File: config.mk
export PLATFORM = sky130hd
export DESIGN_NAME = mcu_interrupt_control
export DESIGN_NICKNAME = d
export VERILOG_FILES = /design/src/irq_ctrl_pkg.sv /design/src/edge_sync.sv /design/src/mcu_interrupt_control.sv
export SDC_FILE = /design/constraint.sdc
export NUM_CORES = 1
export LEC_CHECK = 0
export BUFFER_PORTS_ARGS = -buffer_cell sky130_fd_sc_hd__buf_2
export CORE_UTILIZATION = 44
export CTS_CLUSTER_DIAMETER = 60
export CTS_CLUSTER_SIZE = 25
export DETAILED_ROUTE_END_ITERATION = 7
export PLACE_DENSITY = 0.75
export SETUP_SLACK_MARGIN = 0.05
export SYNTH_ARGS = -nofsm -noshare
export SYNTH_HDL_FRONTEND = slang
export SYNTH_SLANG_ARGS = --single-unit
File: constraint.sdc
create_clock -name ref_clk_i -period 1.1 [get_ports ref_clk_i]
set_input_delay 0.11 -clock ref_clk_i [delete_from_list [all_inputs] [get_ports ref_clk_i]]
set_output_delay 0.11 -clock ref_clk_i [all_outputs]
set_load 0.02 [all_outputs]
File: src/irq_ctrl_pkg.sv
package irq_ctrl_pkg;
  // Main control register field positions
  localparam int GLOBAL_IRQ_ENABLE_BIT = 7;
  localparam int PGE_BIT = 6;
  localparam int TIE_BIT = 5;
  localparam int EIE_BIT = 4;
  localparam int CIE_BIT = 3;
  localparam int TIF_BIT = 2;
  localparam int EIF_BIT = 1;
  localparam int CIF_BIT = 0;
  localparam int EDGE_SEL_BIT = 6;
  // Three main sources, seven in group a and one in group b: eleven in all
  localparam int NUM_PERIPH = 7;
  localparam int NUM_PERIPH_B = 1;
  localparam logic [12:0] IRQ_VECTOR = 13'h0004;
  localparam logic [7:0] TIMER_MAX = 8'hFF;
  localparam logic [7:0] TIMER_ZERO = 8'h00;
  localparam logic [7:0] CTRL_RESET = 8'h00;
  // Flops in the synchroniser chain (meta, sync) ahead of the edge detector
  localparam int SYNC_STAGES = 2;
  typedef enum logic [2:0] {
    ST_RUN = 3'b001,
    ST_SLEEP = 3'b010,
    ST_WAKE = 3'b100
  } cpu_state_e;
endpackage

File: src/edge_sync.sv
`timescale 1ns/1ps
// Two-flop synchroniser with rising/falling edge detection
module edge_sync
  import irq_ctrl_pkg::*;
(
  input wire logic ref_clk_i,
  input wire logic rstn_i,
  input wire logic pin_i,
  input wire logic rise_sel_i,
  output logic edge_o
);
  logic meta;
  logic sync;
  logic last;

  // Synchroniser chain and edge history
  always_ff @(posedge ref_clk_i)
  begin
    if (!rstn_i)
    begin
      meta <= 1'b0;
      sync <= 1'b0;
      last <= 1'b0;
    end
    else
    begin
      meta <= pin_i;
      sync <= meta;
      last <= sync;
    end
  end

  // Edge of the chosen polarity
  always_comb
  begin
    edge_o = rise_sel_i ? (sync & ~last) : (~sync & last);
  end
endmodule

File: src/mcu_interrupt_control.sv
`timescale 1ns/1ps
module mcu_interrupt_control
  import irq_ctrl_pkg::*;
#(
  parameter int NUM_PA = NUM_PERIPH,
  parameter int NUM_PB = NUM_PERIPH_B
)
(
  input wire logic ref_clk_i,
  input wire logic rstn_i,
  input wire logic ext_irq_pin_i,
  input wire logic [3:0] port_change_pins_i,
  input wire logic [7:0] timer_zero_count_i,
  input wire logic ext_edge_select_i,
  input wire logic [NUM_PA-1:0] periph_event_a_i,
  input wire logic [NUM_PB-1:0] periph_event_b_i,
  input wire logic ctrl_wr_i,
  input wire logic [7:0] ctrl_wdata_i,
  input wire logic flag_a_wr_i,
  input wire logic [NUM_PA-1:0] flag_a_wdata_i,
  input wire logic flag_b_wr_i,
  input wire logic [NUM_PB-1:0] flag_b_wdata_i,
  input wire logic mask_a_wr_i,
  input wire logic [NUM_PA-1:0] mask_a_wdata_i,
  input wire logic mask_b_wr_i,
  input wire logic [NUM_PB-1:0] mask_b_wdata_i,
  input wire logic instr_end_i,
  input wire logic return_from_irq_instr_i,
  input wire logic sleep_i,
  output logic [7:0] main_irq_control_reg_o,
  output logic [NUM_PA-1:0] periph_flag_reg_a_o,
  output logic [NUM_PB-1:0] periph_flag_reg_b_o,
  output logic [NUM_PA-1:0] periph_mask_reg_a_o,
  output logic [NUM_PB-1:0] periph_mask_reg_b_o,
  output logic irq_req_o,
  output logic vector_take_o,
  output logic [12:0] vector_addr_o,
  output logic wake_o,
  output logic sleeping_o
);
  logic [7:0] ctrl;
  logic [NUM_PA-1:0] flag_a;
  logic [NUM_PB-1:0] flag_b;
  logic [NUM_PA-1:0] mask_a;
  logic [NUM_PB-1:0] mask_b;
  logic ext_edge;
  logic [3:0] chg_meta;
  logic [3:0] chg_sync;
  logic [3:0] chg_last;
  logic chg_event;
  logic [7:0] tmr_last;
  logic tmr_ovf;
  logic periph_any;
  logic pending;
  logic accept;
  logic enable_clr_wr;
  logic wake_ev;
  cpu_state_e state;
  cpu_state_e next_state;

  // External pin edge detector, synchronised
  edge_sync u_ext_edge (
    .ref_clk_i(ref_clk_i),
    .rstn_i(rstn_i),
    .pin_i(ext_irq_pin_i),
    .rise_sel_i(ext_edge_select_i),
    .edge_o(ext_edge)
  );

  // Port change detector and timer history
  always_ff @(posedge ref_clk_i)
  begin
    if (!rstn_i)
    begin
      chg_meta <= 4'h0;
      chg_sync <= 4'h0;
      chg_last <= 4'h0;
      tmr_last <= TIMER_ZERO;
    end
    else
    begin
      chg_meta <= port_change_pins_i;
      chg_sync <= chg_meta;
      chg_last <= chg_sync;
      tmr_last <= timer_zero_count_i;
    end
  end

  assign chg_event = |(chg_sync ^ chg_last);
  assign tmr_ovf = (tmr_last == TIMER_MAX) && (timer_zero_count_i == TIMER_ZERO);

  // Source products and gated request
  assign periph_any = |(flag_a & mask_a) | |(flag_b & mask_b);
  assign pending = (ctrl[TIF_BIT] & ctrl[TIE_BIT]) | (ctrl[EIF_BIT] & ctrl[EIE_BIT])
    | (ctrl[CIF_BIT] & ctrl[CIE_BIT]) | (periph_any & ctrl[PGE_BIT]);
  // A write clearing the enable blocks acceptance, so a later return cannot re-enable by surprise
  assign enable_clr_wr = ctrl_wr_i && !ctrl_wdata_i[GLOBAL_IRQ_ENABLE_BIT];
  // Acceptance only at an instruction boundary while running with enable set
  assign accept = ctrl[GLOBAL_IRQ_ENABLE_BIT] && pending && instr_end_i && (state == ST_RUN)
    && !enable_clr_wr;
  assign wake_ev = pending && (state == ST_SLEEP);

  // Main control register: enables, flags, global enable
  always_ff @(posedge ref_clk_i)
  begin
    if (!rstn_i)
      ctrl <= CTRL_RESET;
    else
    begin
      if (ctrl_wr_i)
        ctrl <= ctrl_wdata_i;
      // Hardware sets win over software writes
      if (ext_edge)
        ctrl[EIF_BIT] <= 1'b1;
      if (chg_event)
        ctrl[CIF_BIT] <= 1'b1;
      if (tmr_ovf)
        ctrl[TIF_BIT] <= 1'b1;
      // Acceptance beats a return or a write on the enable
      if (accept)
        ctrl[GLOBAL_IRQ_ENABLE_BIT] <= 1'b0;
      else if (return_from_irq_instr_i)
        ctrl[GLOBAL_IRQ_ENABLE_BIT] <= 1'b1;
    end
  end

  // Peripheral flags: set wins over write
  always_ff @(posedge ref_clk_i)
  begin
    if (!rstn_i)
    begin
      flag_a <= '0;
      flag_b <= '0;
    end
    else
    begin
      flag_a <= (flag_a_wr_i ? flag_a_wdata_i : flag_a) | periph_event_a_i;
      flag_b <= (flag_b_wr_i ? flag_b_wdata_i : flag_b) | periph_event_b_i;
    end
  end

  // Peripheral masks
  always_ff @(posedge ref_clk_i)
  begin
    if (!rstn_i)
    begin
      mask_a <= '0;
      mask_b <= '0;
    end
    else
    begin
      if (mask_a_wr_i)
        mask_a <= mask_a_wdata_i;
      if (mask_b_wr_i)
        mask_b <= mask_b_wdata_i;
    end
  end

  // Sleep sequencer: on wake run PC+1 before vectoring
  always_comb
  begin
    next_state = state;
    unique case (state)
      ST_RUN: if (sleep_i) next_state = ST_SLEEP;
      ST_SLEEP: if (wake_ev) next_state = ST_WAKE;
      ST_WAKE: if (instr_end_i) next_state = ST_RUN;
      default: next_state = ST_RUN;
    endcase
  end

  always_ff @(posedge ref_clk_i)
  begin
    if (!rstn_i)
      state <= ST_RUN;
    else
      state <= next_state;
  end

  // Registered outputs to the core
  always_ff @(posedge ref_clk_i)
  begin
    if (!rstn_i)
    begin
      irq_req_o <= 1'b0;
      vector_take_o <= 1'b0;
      vector_addr_o <= IRQ_VECTOR;
      wake_o <= 1'b0;
      sleeping_o <= 1'b0;
    end
    else
    begin
      irq_req_o <= pending & ctrl[GLOBAL_IRQ_ENABLE_BIT];
      vector_take_o <= accept;
      vector_addr_o <= IRQ_VECTOR;
      wake_o <= wake_ev;
      sleeping_o <= (next_state == ST_SLEEP);
    end
  end

  // Register views
  always_ff @(posedge ref_clk_i)
  begin
    if (!rstn_i)
    begin
      main_irq_control_reg_o <= CTRL_RESET;
      periph_flag_reg_a_o <= '0;
      periph_flag_reg_b_o <= '0;
      periph_mask_reg_a_o <= '0;
      periph_mask_reg_b_o <= '0;
    end
    else
    begin
      main_irq_control_reg_o <= ctrl;
      periph_flag_reg_a_o <= flag_a;
      periph_flag_reg_b_o <= flag_b;
      periph_mask_reg_a_o <= mask_a;
      periph_mask_reg_b_o <= mask_b;
    end
  end

  // Checks
  glb_reset_a: assert property (@(posedge ref_clk_i) !rstn_i |=> !ctrl[GLOBAL_IRQ_ENABLE_BIT])
    else $error("enable not cleared by reset");
  accept_clr_a: assert property (@(posedge ref_clk_i) disable iff (!rstn_i)
    accept |=> !ctrl[GLOBAL_IRQ_ENABLE_BIT])
    else $error("enable kept after accept");
  reti_set_a: assert property (@(posedge ref_clk_i) disable iff (!rstn_i)
    return_from_irq_instr_i && !accept |=> ctrl[GLOBAL_IRQ_ENABLE_BIT])
    else $error("return did not enable");
  take_out_a: assert property (@(posedge ref_clk_i) disable iff (!rstn_i) accept |=> vector_take_o)
    else $error("vector not taken");
  no_enable_a: assert property (@(posedge ref_clk_i) disable iff (!rstn_i)
    !ctrl[GLOBAL_IRQ_ENABLE_BIT] |=> !vector_take_o)
    else $error("vector without enable");
  clr_race_a: assert property (@(posedge ref_clk_i) disable iff (!rstn_i)
    ctrl_wr_i && !ctrl_wdata_i[GLOBAL_IRQ_ENABLE_BIT] |=> !vector_take_o)
    else $error("vector taken while enable cleared");
  tmr_flag_a: assert property (@(posedge ref_clk_i) disable iff (!rstn_i) tmr_ovf |=> ctrl[TIF_BIT])
    else $error("overflow flag missed");
  ext_lat_a: assert property (@(posedge ref_clk_i) disable iff (!rstn_i)
    $rose(ext_irq_pin_i) && ext_edge_select_i ##1 (ext_edge_select_i && !ctrl_wr_i)[*2] |=> ctrl[EIF_BIT])
    else $error("pin flag late");
  per_flag_a: assert property (@(posedge ref_clk_i) disable iff (!rstn_i)
    |periph_event_a_i |=> |flag_a)
    else $error("peripheral flag missed");
  wake_flag_a: assert property (@(posedge ref_clk_i) disable iff (!rstn_i) wake_o |-> pending)
    else $error("wake without flag");
  req_or_a: assert property (@(posedge ref_clk_i) disable iff (!rstn_i)
    irq_req_o |-> $past(ctrl[GLOBAL_IRQ_ENABLE_BIT]))
    else $error("request without enable");
  accept_c: cover property (@(posedge ref_clk_i) accept);
  wake_c: cover property (@(posedge ref_clk_i) state == ST_WAKE ##1 state == ST_RUN);
  reti_c: cover property (@(posedge ref_clk_i) vector_take_o ##[1:20] return_from_irq_instr_i);
endmodule

## Word-level counts from Yosys, hierarchy flattened

Index checks and enable logic that the tools add are counted.

| word-level totals | value |
|---|---|
| logic and storage cells | 79 |
| output and inout port bits | 41 |
| input port bits | 56 |
| flip-flop bits (word level) | 78 |

| cells by class | value |
|---|---|
| bitwise operators | 19 |
| multiplexer cells | 12 |
| equal/unequal tests | 5 |
| reduce and logical (&&, ||, !) cells | 17 |

Operator list:

| operator | count |
|---|---|
| two-way mux 3 bit | 3 |
| one-hot mux 3 bit (3 select lines) | 1 |
| AND 1 bit | 8 |
| equality test 8 bit, second input constant | 1 |
| zero test 8 bit | 1 |
| two-way mux 8 bit | 1 |
| nonzero test 2 bit | 4 |
| AND 7 bit | 1 |
| logical AND 1 bit | 7 |
| two-way mux 7 bit | 1 |
| OR 7 bit | 1 |
| OR reduction 7 bit | 1 |
| equality test 3 x 2 -> 1 bit, second input constant | 2 |
| two-way mux 1 bit | 6 |
| OR 1 bit | 5 |
| OR reduction 4 bit | 1 |
| bitwise XOR 4 bit | 1 |
| equality test 3 x 1 -> 1 bit, second input constant | 1 |
| equality test 3 bit, second input constant | 1 |
| NOT 1 bit | 3 |
| zero test 1 bit | 2 |
| OR reduction 2 bit | 1 |

## Logic depth before layout (Yosys ltp)

| logic depth | value |
|---|---|
| depth after elaboration | 10 |
| gate-level depth with buffers | 4 |
| depth with buffers taken out | 4 |

## By module

From an unflattened synthesis, not the netlist that was laid out.

| second synthesis, totals | value |
|---|---|
| cell total of the unflattened synthesis | 240 |
| area total of the unflattened synthesis | 2718.9 um2 |

By module, submodules not included:

| module | instances | cells each | sequential area each (um2) | area each (um2) |
|---|---|---|---|---|
| mcu_interrupt_control | 1 | 231 | 1501.4 | 2616.3 |
| edge_sync | 1 | 9 | 60.1 | 102.6 |

## Least setup slack after synthesis

Ideal clock, no wire load.

| timing path | value |
|---|---|
| path kind | flip-flop to flip-flop |
| start point | reg ctrl[3] |
| end point | reg ctrl[7] |
| data arrival time | 1.077 ns |
| stages on the path, launching flop included | 4 |
| required time | 1.040 ns |
| setup slack | -0.037 ns |
| buffers on the path | 0 |
| library setup time | 0.060 ns |
| clock period less this slack | 1.137 ns |
| cells stage by stage | dfxtp_1 > a222oi_1 > a21boi_2 > o221a_1 |

| between the ends | value |
|---|---|
| longest elaborated chain between the ends | 8 |

Ends and longest elaborated chain:

| item | line | text |
|---|---|---|
| from (decl) | mcu_interrupt_control.sv:41 | `logic [7:0] ctrl;` |
| from (signal assigned) | mcu_interrupt_control.sv:111 | `ctrl <= ctrl_wdata_i;` |
| AND 1 bit | mcu_interrupt_control.sv:95 | `\| (ctrl[CIF_BIT] & ctrl[CIE_BIT]) \| (periph_any & ctrl[PGE_BIT]);` |
| OR 1 bit (2 in a row) | mcu_interrupt_control.sv:95 |  |
| logical AND 1 bit (3 in a row) | mcu_interrupt_control.sv:99 | `assign accept = ctrl[GLOBAL_IRQ_ENABLE_BIT] && pending && instr_end_i && (state == ST_RUN)` |
| logical AND 1 bit | mcu_interrupt_control.sv:100 | `&& !enable_clr_wr;` |
| OR reduction 2 bit (no line) | n/a |  |

Every way passes these cells.
A chain may end at the register's enable or synchronous reset.

## Worst setup path in the final report

Same ends and word-level chain as after synthesis.

==> impl_metrics.yaml <==
clocking:
  clk_path_buf_depth: 2
  path_clk_slew_ps: 80
  clkLatencyLatePin_ps: 350
  cts.sinks: 78
  cts_tree: "yes"
  cts.htree.levels: 3
  clockRootBuffer: "clkbuf_8"
  cts_inserted_buffers: 9
global_route:
  grt_max_degree: 45
  grt.overflow.total: 0
  antenna_found_initial: 0
  grt_pass1_wl_mm: 8.40
  grt_pass1_vias: 1912
  track_usage: 0.174
flow_run:
  cap_violations: 0
detailed_routing:
  ant_nets: 0
  vias_per_cell: 4.64
  wl_per_cell_um: 11.9
  drc: 0
  num_vias: 2055
  drtIter0Drc: 66
  routed_wl_mm: 5.27
  first_pass_iters: 4
timing:
  period_share: 1.20
  finalSetupTns_ps: -1090
  max_freq_mhz: 759
  slew_violations: 0
  hold_viol_final: 0
  finalSetupViolCount: 7
  fin_skew_ps: 9.04
  hold_ws_ps: 24.7
  fin_ws_ps: -217
  min_period_ps: 1320
  rsz0062_at_grt: "true"
cells_and_area:
  area_delta_synth_final_pct: 37.8
  layout.nets: 419
  layout_commonest_cell: "buf_2"
  final_layout_size_suffix_gt1_frac: 0.361
  antenna_cells: 0
  post-route-util: 0.629
  most-common-layout-cells: "83 x buf_2, 75 x dfxtp_1, 45 x and2_1, 21 x dlygate4sd3_1, 16 x buf_4"
run_status:
  status: "finished, violations left"
  violations: "setup timing"
synthesis:
  ys_warn_count: 0
  synth_top_area_cell: "dfxtp_1"
  synth-seq-cells: 78
  synthFlopType: "dfxtp_1"
  ys_top_cells_by_area: "dfxtp_1 57%, and2_1 10%, mux2i_1 5.5%"
  yosysSeqAreaShare: 0.574
  synthArstFlopShare: 0
  synthesis.area_um2: 2720
  yosysTopAreaCellShare: 0.574
  yosysUniqueCellTypes: 36
  netlist_instances: 243
  synth_edf_count: 0
  syn_avg_cell_area_um2: 11.2
setup_path:
  cp_data_required_time_ps: 1390
  path_cells: "a222oi_1 > buf_4 > a21boi_4 > o221a_1"
  worst_ep_arrival_time_ps: 1600
  end_kind: "flip-flop"
  cp_top_family: "compound AO/OA/AOI/OAI gates"
  path_buf_inv: 1
  reg2reg_slack_ps: -220
  cp-start-kind: "flip-flop"
  crit_type: "flip-flop to flip-flop"
  cp_max_fo: 4
  slowest_delay_ps: 330
  slowest_stage: "dfxtp_2"
floorplan:
  row_count: 28
  initial_utilization: 0.457
  ioPinCount: 97
  die_area_um2: 6500
  core_um2: 5960
  die_h_um: 80.6
  die_w_um: 80.6
placement:
  portBuffers: 83
  dp_slack_ps: -243
  gp_congestion: 0.768
  hpwl_mm: 3.68
power:
  irDropWorstVdd_mv: 0.977
  powerDensity_nw_per_um2: 1650
  p_leak_nw: 1.76
  power_mw: 6.18
worst_hold_path:
  hp-class: "input pin to flip-flop"
worst reg2reg max path, cell delays in order (launching register included):
cell,delay (ps)
dfxtp_2,330
a222oi_1,320
buf_4,180
a21boi_4,210
o221a_1,220
metal layers:
layer,track usage,share of wire,up-vias,routed length [um]
li1,-,-,1019,-
met1,0.212,0.45,948,2350
met2,0.276,0.46,74,2450
met3,0.0398,0.061,14,321
met4,0.109,0.030,0,156
met5,0,0,-,0
flip-flops by register name (all words and copies together), names as in the netlist, 3 cells and up:
register	flops
chg_last	4
chg_meta	4
chg_sync	4
ctrl	8
flag_a	7
main_irq_control_reg_o	8
mask_a	7
periph_flag_reg_a_o	7
periph_mask_reg_a_o	7
state	3
tmr_last	8
final cells by class:
cell class                 instances  area (um^2)
tap                               75         93.8
timing repair buffer             122          777
inverter                           2         7.51
clock buffer                      13          169
sequential                        78         1570
clock inverter                     3         65.1
fill                             495         2210
multi-input combinational        150         1070
metrics by stage:
step / area [um^2] / instances
final: 3750 / 443
after floorplan: 2760 / 254
after global placement: 3270 / 405
after detailed placement: 3270 / 405
after global routing: 3750 / 443
after CTS: 3740 / 443
cell families (layout without fill, tap and decap cells):
group / count (synthesis) / after routing / share of synthesized area
buffers and inverters: 26 / 140 / 0.0548
AO/OA/AOI/OAI: 25 / 25 / 0.0759
other: 2 / 13 / 0.00276
multiplexers: 23 / 23 / 0.0884
flip-flops: 78 / 78 / 0.574
XOR/XNOR: 4 / 4 / 0.0129
AND/OR/NAND/NOR: 85 / 85 / 0.191
repair_timing:
item	in CTS	in global routing
gates cloned	0	0
resized for setup	5	3
hold endpoints to repair	21	0
setup buffers	1	0
setup endpoints to repair	7	10
hold buffers	21	0
pin swaps	5	4
worst paths after layout:
| kind | start | end | cells after the start |
|---|---|---|---|
| worst min-delay path | mask_a_wdata_i[2] | mask_a[2] | 3 |
| worst max register to register | ctrl[3] | ctrl[7] | 4 |
| worst max-delay path | ctrl[3] | ctrl[7] | 4 |
| worst min register to register | u_ext_edge.meta | u_ext_edge.sync | 1 |
cells in the mapped netlist (2+ instances only):
cell,instances
dfxtp_1,78
buf_4,13
a21boi_0,2
xor2_1,2
a22oi_1,4
nand3_1,2
clkbuf_1,9
xnor2_1,2
buf_2,2
nor2_1,8
o21ba_1,2
a21oi_1,2
mux2i_1,15
nand2_1,2
nand4_1,2
nand3b_1,2
conb_1,2
mux2_2,8
and2_1,45
nand2b_1,3
nor2b_1,13
nor4_1,3
o21a_1,8
inv_1,2
power by group:
group          internal (mW)  leakage (nW)  switching [mW]
logic                  0.365         0.991           0.316
registers               2.97         0.645          0.0724
clock network           1.46         0.120           0.987
(Power assumes the default switching activity.)
